==> src/include/ais_regs.vh <==
`ifndef AIS_REGS_VH
`define AIS_REGS_VH

// ***************************************************************
// Register addresses and pages
// ***************************************************************
`define AIS_PAGE_MAIN       4'h0
`define AIS_PAGE_TRIM       4'hF
`define AIS_ADDR_CHSEL      8'hBB
`define AIS_ADDR_REFCTL     8'hD1
`define AIS_ADDR_OFS_HIGH   8'h86
`define AIS_ADDR_OFS_LOW    8'h85

// ***************************************************************
// Reset values
// ***************************************************************
`define AIS_CHSEL_RST       5'h1F
`define AIS_ONEHOT_RST      32'h80000000
`define AIS_REFCTL_RST      8'h18
`define AIS_RDATA_RST       8'h00
`define AIS_TRIM_RST        10'h000

// ***************************************************************
// Field layouts
// ***************************************************************
`define AIS_CHSEL_CODE      4:0
`define AIS_CHSEL_PAD       3'h0
`define AIS_REFCTL_MASK     8'h3D
`define AIS_REFCTL_TSEN     2
`define AIS_REFCTL_GND      5
`define AIS_REFCTL_SEL      4:3
`define AIS_REFCTL_OE       0
`define AIS_OFS_HIGH_BITS   9:2
`define AIS_OFS_LOW_BITS    1:0
`define AIS_OFS_LOW_PAD     6'h00
`define AIS_SEL_P0_BITS     7:0
`define AIS_SEL_P1_BITS     15:8
`define AIS_SEL_P2_BITS     22:16

// ***************************************************************
// Channel codes
// ***************************************************************
`define AIS_CODE_P1_7       5'h0F
`define AIS_CODE_P2_FIRST   5'h10
`define AIS_CODE_P2_LAST    5'h16
`define AIS_CODE_RSV_FIRST  5'h17
`define AIS_CODE_RSV_LAST   5'h1A
`define AIS_CODE_TEMP       5'h1B
`define AIS_CODE_VBAT       5'h1C
`define AIS_CODE_VREG       5'h1D
`define AIS_CODE_VDD        5'h1E
`define AIS_CODE_GND        5'h1F
`define AIS_NUM_CODES       32

// ***************************************************************
// Trim capture timing
// ***************************************************************
`define AIS_TRIM_SETTLE     2'h2

`endif

==> src/hw/ais_trim_hold.v <==
`include "ais_regs.vh"

module ais_trim_hold (
  // Clock, reset, enable
  input  wire       clk,
  input  wire       rst,
  input  wire       ce,
  // Factory pins
  input  wire [9:0] trim_pin,
  input  wire       large_pkg_pin,
  // Captured values
  output reg  [9:0] trim_r,
  output reg        large_r,
  output reg        loaded_r
);

  reg  [9:0] trim_s1_r;
  reg  [9:0] trim_s2_r;
  reg        large_s1_r;
  reg        large_s2_r;
  reg  [1:0] settle_r;

  // ***************************************************************
  // Two-stage synchronisers for the fuse and strap lines
  // ***************************************************************
  always @(posedge clk) begin
    if (rst) begin
      trim_s1_r  <= `AIS_TRIM_RST;
      trim_s2_r  <= `AIS_TRIM_RST;
      large_s1_r <= 1'b0;
      large_s2_r <= 1'b0;
    end else if (ce) begin
      trim_s1_r  <= trim_pin;
      trim_s2_r  <= trim_s1_r;
      large_s1_r <= large_pkg_pin;
      large_s2_r <= large_s1_r;
    end
  end

  // ***************************************************************
  // One-shot capture after release
  // ***************************************************************
  // Fuses are static; capture once so later glitches cannot alter the value
  always @(posedge clk) begin
    if (rst) begin
      settle_r <= 2'h0;
      trim_r   <= `AIS_TRIM_RST;
      large_r  <= 1'b0;
      loaded_r <= 1'b0;
    end else if (ce && !loaded_r) begin
      if (settle_r == `AIS_TRIM_SETTLE) begin
        trim_r   <= trim_s2_r;
        large_r  <= large_s2_r;
        loaded_r <= 1'b1;
      end else begin
        settle_r <= settle_r + 2'h1;
      end
    end
  end

endmodule // ais_trim_hold

==> src/hw/ais_top.v <==
`include "ais_regs.vh"

module ais_top (
  // Clock, reset, enable
  input  wire       clk,
  input  wire       rst,
  input  wire       ce,
  // Special-function-register bus
  input  wire [3:0] sfr_page,
  input  wire [7:0] sfr_addr,
  input  wire       sfr_wr,
  input  wire [7:0] sfr_wdata,
  input  wire       sfr_rd,
  output reg  [7:0] sfr_rdata,
  // Factory pins
  input  wire [9:0] trim_pin,
  input  wire       large_pkg_pin,
  // Analog mux selection
  output reg  [4:0] positive_input_code,
  output wire [7:0] sel_port0,
  output wire [7:0] sel_port1,
  output wire [6:0] sel_port2,
  output wire       sel_temp,
  output wire       sel_vbat,
  output wire       sel_vreg,
  output wire       sel_vdd,
  output wire       sel_gnd,
  output wire       sel_none,
  // Reference control and sensor
  output wire       temp_sensor_enable,
  output wire       ref_ground_pin,
  output wire [1:0] ref_select,
  output wire       ref_precision_en,
  output reg        temp_sample_ok,
  output wire       trim_loaded
);

  // ***************************************************************
  // Declarations
  // ***************************************************************
  reg  [4:0]                  code_nxt;
  reg  [7:0]                  refctl_r;
  reg  [7:0]                  refctl_nxt;
  reg  [`AIS_NUM_CODES-1:0]   onehot_r;
  wire [`AIS_NUM_CODES-1:0]   onehot_nxt;
  reg  [7:0]                  rdata_nxt;
  wire [9:0]                  temp_offset_value;
  wire                        large_pkg;
  wire                        hit_chsel;
  wire                        hit_refctl;
  wire                        hit_ofs_high;
  wire                        hit_ofs_low;
  reg                         none_r;

  // ***************************************************************
  // Factory offset and package strap
  // ***************************************************************
  // Fuses and strap pass three flops in there before anything here reads them
  ais_trim_hold ais_trim_hold_inst (
    .clk           (clk),
    .rst           (rst),
    .ce            (ce),
    .trim_pin      (trim_pin),
    .large_pkg_pin (large_pkg_pin),
    .trim_r        (temp_offset_value),
    .large_r       (large_pkg),
    .loaded_r      (trim_loaded)
  );

  // ***************************************************************
  // Address decode
  // ***************************************************************
  // Page and address both take part so trim bytes do not alias page 0
  // Both writable registers sit on the main page; the trim page is read-only
  assign hit_chsel     = (sfr_page == `AIS_PAGE_MAIN) && (sfr_addr == `AIS_ADDR_CHSEL);
  assign hit_refctl    = (sfr_page == `AIS_PAGE_MAIN) && (sfr_addr == `AIS_ADDR_REFCTL);
  assign hit_ofs_high  = (sfr_page == `AIS_PAGE_TRIM) && (sfr_addr == `AIS_ADDR_OFS_HIGH);
  assign hit_ofs_low   = (sfr_page == `AIS_PAGE_TRIM) && (sfr_addr == `AIS_ADDR_OFS_LOW);

  // ***************************************************************
  // Register write path
  // ***************************************************************
  // Trim bytes have no write path at all, so writes there fall away
  // Ground-before-sensor ordering is left to software; any code is taken
  always @* begin
    code_nxt   = positive_input_code;
    refctl_nxt = refctl_r;
    if (sfr_wr && hit_chsel) begin
      code_nxt = sfr_wdata[`AIS_CHSEL_CODE];
    end
    if (sfr_wr && hit_refctl) begin
      refctl_nxt = sfr_wdata & `AIS_REFCTL_MASK;
    end
  end

  // Channel and reference control storage
  always @(posedge clk) begin
    if (rst) begin
      positive_input_code <= `AIS_CHSEL_RST;
      refctl_r            <= `AIS_REFCTL_RST;
    end else if (ce) begin
      positive_input_code <= code_nxt;
      refctl_r            <= refctl_nxt;
    end
  end

  // ***************************************************************
  // Reference control outputs
  // ***************************************************************
  // Each field drives its pin straight from the register flops
  assign temp_sensor_enable = refctl_r[`AIS_REFCTL_TSEN];
  assign ref_ground_pin     = refctl_r[`AIS_REFCTL_GND];
  assign ref_select         = refctl_r[`AIS_REFCTL_SEL];
  assign ref_precision_en   = refctl_r[`AIS_REFCTL_OE];

  // ***************************************************************
  // Channel decode, one flop per code
  // ***************************************************************
  // Decoded from the next code so the mux follows a write in one cycle
  genvar gi;
  generate
    for (gi = 0; gi < `AIS_NUM_CODES; gi = gi + 1) begin : g_code
      localparam [31:0] IDX_W = gi;
      localparam [4:0]  IDX   = IDX_W[4:0];
      localparam       BIG = (IDX == `AIS_CODE_P1_7) ||
                             ((IDX >= `AIS_CODE_P2_FIRST) && (IDX <= `AIS_CODE_P2_LAST));
      localparam       RSV = (IDX >= `AIS_CODE_RSV_FIRST) && (IDX <= `AIS_CODE_RSV_LAST);
      // Small packages lack the upper pins; reserved codes switch nothing
      assign onehot_nxt[gi] = (code_nxt == IDX) && !RSV &&
                              (large_pkg || !BIG);
    end
  endgenerate

  // ***************************************************************
  // Registered selection lines
  // ***************************************************************
  // Reset lands on ground like the code register, so the input does not float out of reset
  always @(posedge clk) begin
    if (rst) begin
      onehot_r <= `AIS_ONEHOT_RST;
      none_r   <= 1'b0;
    end else if (ce) begin
      onehot_r <= onehot_nxt;
      none_r   <= ~|onehot_nxt;
    end
  end

  // ***************************************************************
  // Selection outputs
  // ***************************************************************
  // Straight from flops so the analog switches see no decode glitches
  assign sel_port0 = onehot_r[`AIS_SEL_P0_BITS];
  assign sel_port1 = onehot_r[`AIS_SEL_P1_BITS];
  assign sel_port2 = onehot_r[`AIS_SEL_P2_BITS];
  assign sel_temp  = onehot_r[`AIS_CODE_TEMP];
  assign sel_vbat  = onehot_r[`AIS_CODE_VBAT];
  assign sel_vreg  = onehot_r[`AIS_CODE_VREG];
  assign sel_vdd   = onehot_r[`AIS_CODE_VDD];
  assign sel_gnd   = onehot_r[`AIS_CODE_GND];
  // Nothing selected: reserved code, or a large-only pin on a small package
  assign sel_none  = none_r;

  // ***************************************************************
  // Temperature sample qualifier
  // ***************************************************************
  // A conversion on the sensor only means something while it is powered
  // Built from next values so the flag moves together with sel_temp
  always @(posedge clk) begin
    if (rst) begin
      temp_sample_ok <= 1'b0;
    end else if (ce) begin
      temp_sample_ok <= onehot_nxt[`AIS_CODE_TEMP] &
                        refctl_nxt[`AIS_REFCTL_TSEN];
    end
  end

  // ***************************************************************
  // Register read path
  // ***************************************************************
  // Unmapped addresses read zero; data is held until the next read
  // A read sharing a cycle with a write returns the old value
  always @* begin
    rdata_nxt = sfr_rdata;
    if (sfr_rd) begin
      if (hit_chsel) begin
        rdata_nxt = {`AIS_CHSEL_PAD, positive_input_code};
      end else if (hit_refctl) begin
        rdata_nxt = refctl_r;
      end else if (hit_ofs_high) begin
        rdata_nxt = temp_offset_value[`AIS_OFS_HIGH_BITS];
      end else if (hit_ofs_low) begin
        rdata_nxt = {temp_offset_value[`AIS_OFS_LOW_BITS], `AIS_OFS_LOW_PAD};
      end else begin
        rdata_nxt = `AIS_RDATA_RST;
      end
    end
  end

  // ***************************************************************
  // Read data register
  // ***************************************************************
  // Held between reads so software may pick the byte up late
  always @(posedge clk) begin
    if (rst) begin
      sfr_rdata <= `AIS_RDATA_RST;
    end else if (ce) begin
      sfr_rdata <= rdata_nxt;
    end
  end

endmodule // ais_top

==> config.mk <==
export PLATFORM = sky130hd
export DESIGN_NAME = ais_top
export DESIGN_NICKNAME = d
export VERILOG_FILES = /design/src/hw/ais_trim_hold.v /design/src/hw/ais_top.v
export VERILOG_INCLUDE_DIRS = /design/src /design/src/include
export SDC_FILE = /design/constraint.sdc
export NUM_CORES = 1
export LEC_CHECK = 0
export ABC_AREA = 1
export BUFFER_PORTS_ARGS = -buffer_cell sky130_fd_sc_hd__buf_2
export CAP_MARGIN = 20
export CORE_ASPECT_RATIO = 0.5
export CORE_MARGIN = 4
export CORE_UTILIZATION = 57
export CTS_CLUSTER_SIZE = 12
export DETAILED_ROUTE_END_ITERATION = 8
export PLACE_DENSITY = 0.84
export SLEW_MARGIN = 20
export SYNTH_ARGS = -nofsm -noshare
export SYNTH_HDL_FRONTEND = slang
export SYNTH_SLANG_ARGS = --single-unit
==> constraint.sdc <==
create_clock -name clk -period 3.55 [get_ports clk]
set_input_delay 0.355 -clock clk [delete_from_list [all_inputs] [get_ports clk]]
set_output_delay 0.355 -clock clk [all_outputs]
set_load 0.03 [all_outputs]
==> results of run 1 <==
-- final cells by class --
type,count,area share
clock buffers,11,0.0552
clock inverters,4,0.0114
inverters,47,0.0401
multi-input cells,347,0.386
flip-flops and latches,84,0.382
well taps,88,0.0250
repair buffers,86,0.100
-- path summary, 6_finish.rpt --
kind	startpoint	end	slack [ns]	depth (start not counted)
worst max-delay path	sfr_page[3]	onehot_r[9]	1.60	12
worst min-delay path	trim_pin[5]	ais_trim_hold_inst.trim_s1_r[5]	0.24	3
worst max register to register	positive_input_code[4]	onehot_r[9]	1.75	9
worst min register to register	ais_trim_hold_inst.trim_r[6]	ais_trim_hold_inst.trim_r[6]	0.46	2
-- power by group --
part	switching [mW]	internal, mW
registers	0.0171	0.981
clock network	0.352	0.558
logic	0.148	0.0673
-- layer usage --
metal	vias up	routed length, um	GRT usage
met5	-	0	0
met4	0	46	0.0692
met3	8	543	0.0628
met2	100	4110	0.381
met1	1538	3720	0.277
li1	1774	-	-
-- layout by cell type, fill, tap and decap left out --
master / count
nand3_4: 1
nand3_1: 15
nor2_2: 11
buf_4: 4
inv_1: 42
o221ai_1: 4
a21oi_1: 57
clkinvlp_4: 2
inv_2: 4
o211ai_1: 3
nor2_8: 1
o22ai_1: 4
o21ai_0: 52
clkbuf_16: 9
clkbuf_1: 1
dfxtp_1: 84
bufinv_16: 1
nor4_1: 1
nor3_1: 4
nand2_1: 97
nand3b_1: 1
clkbuf_8: 1
nor2_4: 4
nand4_1: 6
clkinv_1: 1
nand2_2: 14
nor3_2: 1
nand3_2: 2
or2_2: 1
ha_1: 1
nand2_4: 2
a21oi_2: 1
clkinv_2: 1
nor2_1: 64
buf_2: 82
-- worst max-delay path, stage by stage --
cell,delay [ns]
buf_2,0.10
nor2_1,0.09
nand2_1,0.09
nor2_4,0.15
nand4_1,0.16
nand2_2,0.16
inv_2,0.05
nor2_1,0.57
inv_2,0.10
nor2_2,0.15
nand2_1,0.08
a21oi_1,0.14
-- cell families (layout without fill, tap and decap cells) --
kind of cell    count (synthesis)  in the layout  synth area share
flops                          84             84             0.461
simple gates                  225            225             0.288
fa+ha+maj                       1              1           0.00343
compound gates                121            121             0.175
buf+inv                        70            148            0.0731
-- registers in the layout, summed over array words and instances, names as in the netlist, 2 cells and up --
| name | cells |
|---|---|
| positive_input_code | 5 |
| ais_trim_hold_inst.settle_r | 2 |
| onehot_r | 28 |
| ais_trim_hold_inst.trim_s2_r | 10 |
| ais_trim_hold_inst.trim_r | 10 |
| ais_trim_hold_inst.trim_s1_r | 10 |
| sfr_rdata | 8 |
| refctl_r | 5 |
==> impl_metrics.env, run 1 <==
export IMPL_holdBufCountCts=0
export IMPL_cts_setup_buffers=0
export IMPL_finalHoldViolCount=0
export IMPL_gpl_final_weighted_congestion=0.866
export IMPL_async_reset_ff_frac=0
export IMPL_first_global_vias=3097
export IMPL_gate_count_post_synth=501
export IMPL_dp_hpwl_um=5850
export IMPL_routed_via_count=3420
export IMPL_cp_max_fo=11
export IMPL_wl_per_cell_um=12.6
export IMPL_postRouteAntennaNets=0
export IMPL_floorplan_die_width_um=121
export IMPL_cts_repair_resize_count=0
export IMPL_fmaxAchievable_mhz=512
export IMPL_finalWorstSetupSlack_ns=1.60
export IMPL_power_per_cell_area_mw_per_mm2=483
export IMPL_count_of_flip_flops_with_a_built_in_enable_after_synthesis=0
export IMPL_power_ir_vdd_worst_v=0.000321
export IMPL_tritoncts="done"
export IMPL_biggest_area_consumer_among_synthesized_cells="dfxtp_1"
export IMPL_initial_utilization=0.595
export IMPL_grt_setup_unrepaired="false"
export IMPL_wl_um=8420
export IMPL_outcome="finished, final reports clean"
export IMPL_detail_route_vias_per_cell=5.13
export IMPL_syn2layout_area_growth_pct=20.7
export IMPL_synth_seq_area_share=0.461
export IMPL_syn_nets=538
export IMPL_fill_cells=523
export IMPL_synth_top_cells_by_area="dfxtp_1 (46%), nand2_1 (10%), a21oi_1 (7.8%)"
export IMPL_timing_final_crit_share=0.551
export IMPL_pin_count=85
export IMPL_period_needed_ns=1.95
export IMPL_design_final_nets=612
export IMPL_worst_slew_margin_rel=0.494
export IMPL_total_leakage_power_nw=1.95
export IMPL_synthesis_area_per_instance_um2=7.28
export IMPL_synth_yosys_warnings=0
export IMPL_ys_top_cells_by_count="nand2_1 (97), dfxtp_1 (84), nor2_1 (64)"
export IMPL_worst_hold_margin_ns=0.239
export IMPL_timing_critical_path_from_type="primary input"
export IMPL_min_delay_path_class="in2reg"
export IMPL_crit_arrival_ns=2.21
export IMPL_fp_row_count=20
export IMPL_synth_cell_area_mm2=0.00365
export IMPL_ctsHtreeMaxLevel=3
export IMPL_global_route_usage_total=0.224
export IMPL_clkLatencyLatePin_ns=0.34
export IMPL_port_buffers=82
export IMPL_clock_skew_ns=0.00762
export IMPL_final_max_slew_violation_count=0
export IMPL_worst_endpoint_required_time_ns=3.81
export IMPL_synth_ff_latch_count=84
export IMPL_grt_first_pass_wirelength_um=14000
export IMPL_layout_cell_area_non_filler_mm2=0.00440
export IMPL_multi_input_area_mm2=0.00170
export IMPL_fin_cells=667
export IMPL_clock_transition_time_at_the_flip_flop_clock_pins_of_the_worst_setup_and_hold_paths_ns=0.06
export IMPL_clk_path_buf_depth=2
export IMPL_totalPowerFinal_mw=2.12
export IMPL_die_area_mm2=0.00782
export IMPL_number_of_antenna_violations_at_the_first_check_in_global_routing=0
export IMPL_antennaDiodeCount=0
export IMPL_ys_dominant_reg_cell="dfxtp_1"
export IMPL_drt_first_pass_iters=5
export IMPL_post_synth_top_area_fraction=0.461
export IMPL_cp_end_kind="flip-flop"
export IMPL_chipHeight_um=64.6
export IMPL_final_core_utilization=0.718
export IMPL_maxCapViolations=0
export IMPL_criticalPathCategory="in2reg"
export IMPL_dp_slack_ns=1.35
export IMPL_report_final_setup_viol=0
export IMPL_seqCellArea_mm2=0.00168
export IMPL_placed_cell_area_mm2=0.00411
export IMPL_detail_route_drc_violations=0
export IMPL_maximum_number_of_pins_on_one_net_before_global_route_repair=51
export IMPL_tritoncts_num_buffers=9
export IMPL_globalRoute_totalOverflow=0
export IMPL_core_mm2=0.00613
export IMPL_final_layout_size_suffix_gt1_frac=0.245
export IMPL_ctsRootBufferMaster="clkbuf_16"
export IMPL_drt_initial_drc_count=218
export IMPL_placedCellCount=652
export IMPL_worst_slew_pin_slew_ns=0.757
export IMPL_setup_total_negative_slack_ns=0
export IMPL_yosysMostFrequentCell="nand2_1"
export IMPL_count_of_clock_tree_sinks=84
export IMPL_netlist_cell_type_count=30
Note: power is estimated with default switching activity, not from simulation.
==> run 2, diff against run 1 <==
--- a/config.mk
+++ b/config.mk
@@ -11,10 +11,10 @@
 export CAP_MARGIN = 20
 export CORE_ASPECT_RATIO = 0.5
 export CORE_MARGIN = 4
-export CORE_UTILIZATION = 57
+export CORE_UTILIZATION = 48
 export CTS_CLUSTER_SIZE = 12
 export DETAILED_ROUTE_END_ITERATION = 8
-export PLACE_DENSITY = 0.84
+export PLACE_DENSITY = 0.75
 export SLEW_MARGIN = 20
 export SYNTH_ARGS = -nofsm -noshare
 export SYNTH_HDL_FRONTEND = slang
==> constraint.sdc (replaced) <==
create_clock -name clk -period 1.7 [get_ports clk]
set_input_delay 0.17 -clock clk [delete_from_list [all_inputs] [get_ports clk]]
set_output_delay 0.17 -clock clk [all_outputs]
set_load 0.03 [all_outputs]
==> run 2 against run 1 <==
  * Cell count is 3.9% higher
  * Clock power is 140% higher
  * Worst setup slack worse by 1.3 ns
  * Sequential share of layout area is 1.6 points lower
  * Utilization is 9.2 points lower
  * Via count is 0.73% higher
  * Flip-flop and latch count stayed put
  * Highest routed layer unchanged
==> impl_metrics.env, run 2 (synthesis results as in run 1) <==
export IMPL_outcome="finished, final reports clean"
export IMPL_maximum_number_of_pins_on_one_net_before_global_route_repair=51
export IMPL_largest_register_ffs=28
export IMPL_ctsRootBufferMaster="clkbuf_16"
export IMPL_clock_power_share=0.460
export IMPL_clock_skew_ns=0.00736
export IMPL_grtUsageMet1=0.272
export IMPL_number_of_antenna_violations_at_the_first_check_in_global_routing=0
export IMPL_placed_cell_area_mm2=0.00426
export IMPL_wl_per_cell_um=12.7
export IMPL_core_mm2=0.00735
export IMPL_detail_route_drc_violations=0
export IMPL_registers_top_by_ff_count="onehot_r"
export IMPL_floorplan_die_width_um=131
export IMPL_power_combinational_fraction=0.101
export IMPL_power_per_cell_area_mw_per_mm2=1030
export IMPL_holdBufCountCts=0
export IMPL_totalPowerFinal_mw=4.75
export IMPL_ctsHtreeMaxLevel=3
export IMPL_syn2layout_area_growth_pct=26.1
export IMPL_tritoncts_num_buffers=9
export IMPL_p_sw_frac=0.227
export IMPL_finalWorstSetupSlack_ns=0.274
export IMPL_worst_endpoint_required_time_ns=1.95
export IMPL_fmaxAchievable_mhz=701
export IMPL_critPathSlowestCell="dfxtp_1"
export IMPL_final_max_slew_violation_count=0
export IMPL_crit_arrival_ns=1.68
export IMPL_seqCellArea_mm2=0.00168
export IMPL_setup_total_negative_slack_ns=0
export IMPL_final_layout_size_suffix_gt1_frac=0.270
export IMPL_tritoncts="done"
export IMPL_grtUsageMet2=0.297
export IMPL_finalHoldViolCount=0
export IMPL_cp_end_kind="flip-flop"
export IMPL_dp_hpwl_um=6410
export IMPL_global_route_usage_total=0.192
export IMPL_criticalPathCategory="reg2reg"
export IMPL_internal_dissipation_mw=3.67
export IMPL_max_stage_delay_ns=0.33
export IMPL_min_delay_path_class="in2reg"
export IMPL_report_final_setup_viol=0
export IMPL_cts_setup_buffers=0
export IMPL_cpLargestDelayFamily="simple AND/OR/NAND/NOR gates"
export IMPL_multi_input_area_mm2=0.00170
export IMPL_design_final_nets=631
export IMPL_netSwitchingPower_mw=1.08
export IMPL_die_area_mm2=0.00914
export IMPL_layout_commonest_cell="nand2_1"
export IMPL_power_sequential_fraction=0.439
export IMPL_final_cell_mix="nand2_1 (97), dfxtp_1 (84), buf_2 (82), nor2_1 (64), a21oi_1 (57)"
export IMPL_detail_route_vias_per_cell=4.97
export IMPL_chipHeight_um=69.6
export IMPL_fp_row_count=22
export IMPL_worst_slew_margin_rel=0.693
export IMPL_gpl_final_weighted_congestion=0.888
export IMPL_grt_first_pass_wirelength_um=14600
export IMPL_postRouteAntennaNets=0
export IMPL_drt_first_pass_iters=4
export IMPL_final_core_utilization=0.625
export IMPL_port_buffers=82
export IMPL_crit_buf_inv=3
export IMPL_first_global_vias=3100
export IMPL_dp_slack_ns=-0.00564
export IMPL_top_usage_layer="met2"
export IMPL_timing_critical_path_from_type="flip-flop"
export IMPL_grt_setup_unrepaired="false"
export IMPL_layout_cell_area_non_filler_mm2=0.00460
export IMPL_cp_max_fo=4
export IMPL_cts_repair_resize_count=0
export IMPL_grt_use_met3=0.0435
export IMPL_globalRoute_totalOverflow=0
export IMPL_clkLatencyLatePin_ns=0.33
export IMPL_timing_final_crit_share=0.839
export IMPL_total_leakage_power_nw=2.07
export IMPL_power_ir_vdd_worst_v=0.000569
export IMPL_maxCapViolations=0
export IMPL_count_of_clock_tree_sinks=84
export IMPL_clk_path_buf_depth=2
export IMPL_wl_um=8780
export IMPL_period_needed_ns=1.43
export IMPL_worst_slew_pin_slew_ns=0.457
export IMPL_pin_count=85
export IMPL_clock_transition_time_at_the_flip_flop_clock_pins_of_the_worst_setup_and_hold_paths_ns=0.06
export IMPL_routed_via_count=3445
export IMPL_initial_utilization=0.496
export IMPL_antennaDiodeCount=0
export IMPL_drt_initial_drc_count=210
export IMPL_fill_cells=663
export IMPL_crit_path_cell_trace="inv_1 > nand2_1 > nand2_2 > inv_2 > nor2_1 > inv_2 > nor2_2 > nand2_1 > a21oi_1"
==> run 2: changes by cell type in the layout (fill, tap and decap cells not counted) <==
cell / previous run / this run
buf_4: 4 / 23
clkinv_4: 0 / 1
bufinv_16: 1 / 3
clkbuf_1: 1 / 0
clkinv_2: 1 / 0
clkinvlp_4: 2 / 0
==> run 2: cell type report <==
| class | count | area share |
|---|---|---|
| clock inverters | 4 | 0.0215 |
| flip-flops and latches | 84 | 0.366 |
| clock buffers | 10 | 0.0520 |
| well taps | 96 | 0.0261 |
| inverters | 47 | 0.0384 |
| repair buffers | 105 | 0.127 |
| multi-input cells | 347 | 0.369 |
==> run 2: power by group through the flow <==
stage / clock network, mW / logic [mW] / registers, mW
floorplan: 0 / 0.264 / 2.17
global placement: 0 / 0.470 / 2.12
detailed placement: 0 / 0.475 / 2.13
CTS: 2.22 / 0.479 / 2.08
global route: 2.30 / 0.540 / 2.09
finish: 2.18 / 0.479 / 2.08
==> run 2: stage by stage <==
step	hold WS (ns)	std cells
final	0.0624	693
after detailed placement	0.397	679
after CTS	0.0580	693
after global placement	0.391	679
after global routing	0.0575	693
after floorplan	0.305	501
==> run 2: path summary, 6_finish.rpt <==
| path | startpoint | to | slack [ns] | depth (start not counted) |
|---|---|---|---|---|
| setup reg to reg | positive_input_code[4] | onehot_r[5] | 0.27 | 9 |
| hold / removal | trim_pin[2] | ais_trim_hold_inst.trim_s1_r[2] | 0.06 | 3 |
| hold reg to reg | onehot_r[2] | onehot_r[2] | 0.46 | 2 |
| setup / recovery | positive_input_code[4] | onehot_r[5] | 0.27 | 9 |
==> run 2: worst reg2reg max path: stages (launching register included) <==
cell	delay (ns)
dfxtp_1	0.33
inv_1	0.09
nand2_1	0.08
nand2_2	0.11
inv_2	0.06
nor2_1	0.25
inv_2	0.08
nor2_2	0.15
nand2_1	0.07
a21oi_1	0.13
==> run 2: layer usage <==
| layer | routed length (um) | part of all wire |
|---|---|---|
| met1 | 4330 | 0.49 |
| met2 | 3890 | 0.44 |
| met3 | 494 | 0.056 |
| met4 | 57 | 0.0065 |
| met5 | 0 | 0 |
==> run 3, diff against run 2 <==
--- a/config.mk
+++ b/config.mk
@@ -6,15 +6,15 @@
 export SDC_FILE = /design/constraint.sdc
 export NUM_CORES = 1
 export LEC_CHECK = 0
-export ABC_AREA = 1
+export ABC_AREA = 0
 export BUFFER_PORTS_ARGS = -buffer_cell sky130_fd_sc_hd__buf_2
 export CAP_MARGIN = 20
 export CORE_ASPECT_RATIO = 0.5
 export CORE_MARGIN = 4
-export CORE_UTILIZATION = 48
+export CORE_UTILIZATION = 54
 export CTS_CLUSTER_SIZE = 12
 export DETAILED_ROUTE_END_ITERATION = 8
-export PLACE_DENSITY = 0.75
+export PLACE_DENSITY = 0.8
 export SLEW_MARGIN = 20
 export SYNTH_ARGS = -nofsm -noshare
 export SYNTH_HDL_FRONTEND = slang
==> constraint.sdc (replaced) <==
create_clock -name clk -period 1.5 [get_ports clk]
set_input_delay 0.15 -clock clk [delete_from_list [all_inputs] [get_ports clk]]
set_output_delay 0.15 -clock clk [all_outputs]
set_load 0.03 [all_outputs]
==> run 3 against run 2 <==
  * Power increased by 6.3%
  * Via count increased by 1.8%
  * Cell count decreased by 8.9%
  * Utilization increased by 15 points
  * Critical path type is now in2reg
  * Count of clock-buffer cells in the layout decreased by 1
  * The flow now finishes with violations (negative setup slack)
  * Non-clock buffer count increased by 35
  * Die area decreased by 8.1%
  * Wire length increased by 17%
  * Critical path depth increased by 1
==> impl_metrics.env, run 3 <==
export IMPL_async_reset_ff_frac=0
export IMPL_initial_utilization=0.558
export IMPL_cp_max_fo=9
export IMPL_worst_slew_pin_slew_ns=0.448
export IMPL_global_route_usage_total=0.230
export IMPL_routed_via_count=3506
export IMPL_timing_rr_start="positive_input_code[0]"
export IMPL_synthesis_area_per_instance_um2=9.05
export IMPL_synth_yosys_warnings=0
export IMPL_yosysMostFrequentCell="dfxtp_1"
export IMPL_die_area_mm2=0.00839
export IMPL_dp_slack_ns=-0.516
export IMPL_chipHeight_um=66.8
export IMPL_first_global_vias=3233
export IMPL_fin_cells=631
export IMPL_tritoncts="done"
export IMPL_crit_buf_inv=5
export IMPL_core_mm2=0.00670
export IMPL_critical_path_depth=10
export IMPL_crit_path_frequent_cell="buf_12"
export IMPL_worst_endpoint_required_time_ns=1.78
export IMPL_dp_hpwl_um=6490
export IMPL_layout_commonest_cell="dfxtp_1"
export IMPL_fill_cells=462
export IMPL_port_buffers=82
export IMPL_floorplan_die_width_um=126
export IMPL_clock_transition_time_at_the_flip_flop_clock_pins_of_the_worst_setup_and_hold_paths_ns=0.06
export IMPL_detail_route_drc_violations=0
export IMPL_criticalPathCategory="in2reg"
export IMPL_synth_top_cells_by_area="dfxtp_1 (45%), mux2i_1 (12%), nor2_1 (5.7%)"
export IMPL_final_cell_mix="dfxtp_1 (84), buf_2 (80), nor2_1 (57), buf_4 (47), mux2i_1 (41)"
export IMPL_seqCellArea_mm2=0.00168
export IMPL_crit_path_cell_trace="buf_6 > or4b_4 > nor4_4 > buf_12 > buf_12 > buf_12 > mux2i_1 > buf_4 > nand3_1 > a21oi_1"
export IMPL_placedCellCount=608
export IMPL_report_final_setup_viol=35
export IMPL_ys_dominant_reg_cell="dfxtp_1"
export IMPL_count_of_clock_tree_sinks=84
export IMPL_tritoncts_num_buffers=9
export IMPL_largest_register_ffs=28
export IMPL_cp_end_kind="flip-flop"
export IMPL_period_needed_ns=1.67
export IMPL_reg2reg_path_depth=5
export IMPL_total_leakage_power_nw=2.27
export IMPL_number_of_antenna_violations_at_the_first_check_in_global_routing=0
export IMPL_fmaxAchievable_mhz=600
export IMPL_biggest_area_consumer_among_synthesized_cells="dfxtp_1"
export IMPL_synth_ff_latch_count=84
export IMPL_design_final_nets=571
export IMPL_globalRoute_totalOverflow=0
export IMPL_timing_critical_path_from_type="primary input"
export IMPL_count_of_flip_flops_with_a_built_in_enable_after_synthesis=0
export IMPL_clkLatencyLatePin_ns=0.35
export IMPL_netlist_cell_type_count=43
export IMPL_wl_um=10200
export IMPL_antennaDiodeCount=0
export IMPL_syn2layout_area_growth_pct=38.3
export IMPL_pin_count=85
export IMPL_grt_first_pass_wirelength_um=15300
export IMPL_crit_end="onehot_r[4]"
export IMPL_drt_initial_drc_count=160
export IMPL_ys_top_cells_by_count="dfxtp_1 (84), nor2_1 (57), mux2i_1 (46)"
export IMPL_min_delay_path_class="in2reg"
export IMPL_post_synth_top_area_fraction=0.450
export IMPL_timing_reg2reg_setup_slack_ns=-0.09
export IMPL_finalWorstSetupSlack_ns=-0.167
export IMPL_rr_endpoint="sel_none"
export IMPL_worst_setup_path_startpoint="sfr_page[1]"
export IMPL_fp_row_count=21
export IMPL_wl_per_cell_um=16.2
export IMPL_grt_setup_unrepaired="true"
export IMPL_detail_route_vias_per_cell=5.56
export IMPL_final_max_slew_violation_count=0
export IMPL_synth_cell_area_mm2=0.00374
export IMPL_holdBufCountCts=0
export IMPL_cpLargestDelayFamily="simple AND/OR/NAND/NOR gates"
export IMPL_totalPowerFinal_mw=5.04
export IMPL_critPathSlowestCell="or4b_4"
export IMPL_crit_arrival_ns=1.94
export IMPL_drt_first_pass_iters=5
export IMPL_registers_top_by_ff_count="onehot_r"
export IMPL_maxCapViolations=0
export IMPL_ctsHtreeMaxLevel=3
export IMPL_outcome="complete, but fails checks"
export IMPL_postRouteAntennaNets=0
export IMPL_power_ir_vdd_worst_v=0.000887
export IMPL_clk_path_buf_depth=2
export IMPL_final_layout_size_suffix_gt1_frac=0.364
export IMPL_timing_final_crit_share=1.11
export IMPL_maximum_number_of_pins_on_one_net_before_global_route_repair=85
export IMPL_gate_count_post_synth=413
export IMPL_synth_seq_area_share=0.450
export IMPL_power_per_cell_area_mw_per_mm2=976
export IMPL_ctsRootBufferMaster="clkbuf_16"
export IMPL_failed_checks="negative setup slack"
export IMPL_finalHoldViolCount=0
export IMPL_gpl_final_weighted_congestion=0.933
export IMPL_max_stage_delay_ns=0.55
export IMPL_syn_nets=450
export IMPL_final_core_utilization=0.771
export IMPL_multi_input_area_mm2=0.00210
export IMPL_clock_skew_ns=0.00733
export IMPL_worst_slew_margin_rel=0.702
-- run 3: cell type report --
cell class | instances | area share
inverters | 5 | 0.00363
repair buffers | 140 | 0.184
well taps | 92 | 0.0223
clock buffers | 9 | 0.0436
multi-input cells | 294 | 0.406
flip-flops and latches | 84 | 0.325
clock inverters | 7 | 0.0145
-- run 3: worst min-delay path, stage by stage --
cell and delay, ns:
buf_2 0.08, mux2i_1 0.05, nor2_1 0.07
-- run 3: where the power goes --
part	switching (mW)	internal [mW]	leakage, nW	total (mW)
Sequential	0.0363	2.29	0.682	2.32
Combinational	0.283	0.215	1.44	0.498
Clock	0.926	1.30	0.150	2.22
Total	1.25	3.80	2.27	5.04
-- run 3: timing repair --
item                       in CTS  in global routing
resized for setup              16                 22
pin swaps                       1                  4
hold endpoints to repair        0                  0
buffers inserted                3                  5
setup endpoints to repair      40                 42
-- run 3: metrics by stage --
| stage | cell area [um^2] | hold slack, ns | setup TNS, ns |
|---|---|---|---|
| 2_1_floorplan | 3780 | 0.294 | -12.17 |
| 3_3_place_gp | 4620 | 0.382 | -18.16 |
| 3_5_place_dp | 4620 | 0.391 | -19.44 |
| 4_1_cts | 5020 | 0.0313 | -2.91 |
| 5_1_grt | 5170 | 0.0385 | -6.58 |
| 6_report | 5170 | 0.0379 | -3.83 |
-- run 3: cells by family (layout without fill, tap and decap cells) --
| group | count (synthesis) | in the layout | synth area share |
|---|---|---|---|
| xor gates and xnor gates | 1 | 1 | 0.00234 |
| DFF | 84 | 84 | 0.450 |
| AOI/OAI and AO/OA | 61 | 61 | 0.107 |
| buffers and inverters | 35 | 161 | 0.0375 |
| and+or+nand+nor | 180 | 180 | 0.261 |
| muxes | 51 | 51 | 0.138 |
| adders and majority gates | 1 | 1 | 0.00335 |
-- run 3: how the worst min path moves through the flow --
| stage | start | to | slack [ns] | cells past startpoint |
|---|---|---|---|---|
| after global routing | trim_pin[1] | ais_trim_hold_inst.trim_s1_r[1] | 0.04 | 3 |
| after detailed placement | large_pkg_pin | ais_trim_hold_inst.large_s1_r | 0.39 | 3 |
| after floorplan | sfr_wdata[0] | refctl_r[0] | 0.29 | 2 |
| after CTS | large_pkg_pin | ais_trim_hold_inst.large_s1_r | 0.03 | 3 |
| after global placement | trim_pin[0] | ais_trim_hold_inst.trim_s1_r[0] | 0.38 | 3 |
| final | trim_pin[1] | ais_trim_hold_inst.trim_s1_r[1] | 0.04 | 3 |
-- run 3: layer usage --
metal  track usage  up-vias  share of wire
li1              -     1705              -
met1         0.278     1683           0.43
met2         0.395       99           0.50
met3        0.0753       19          0.053
met4        0.0716        0          0.020
met5             0        -              0
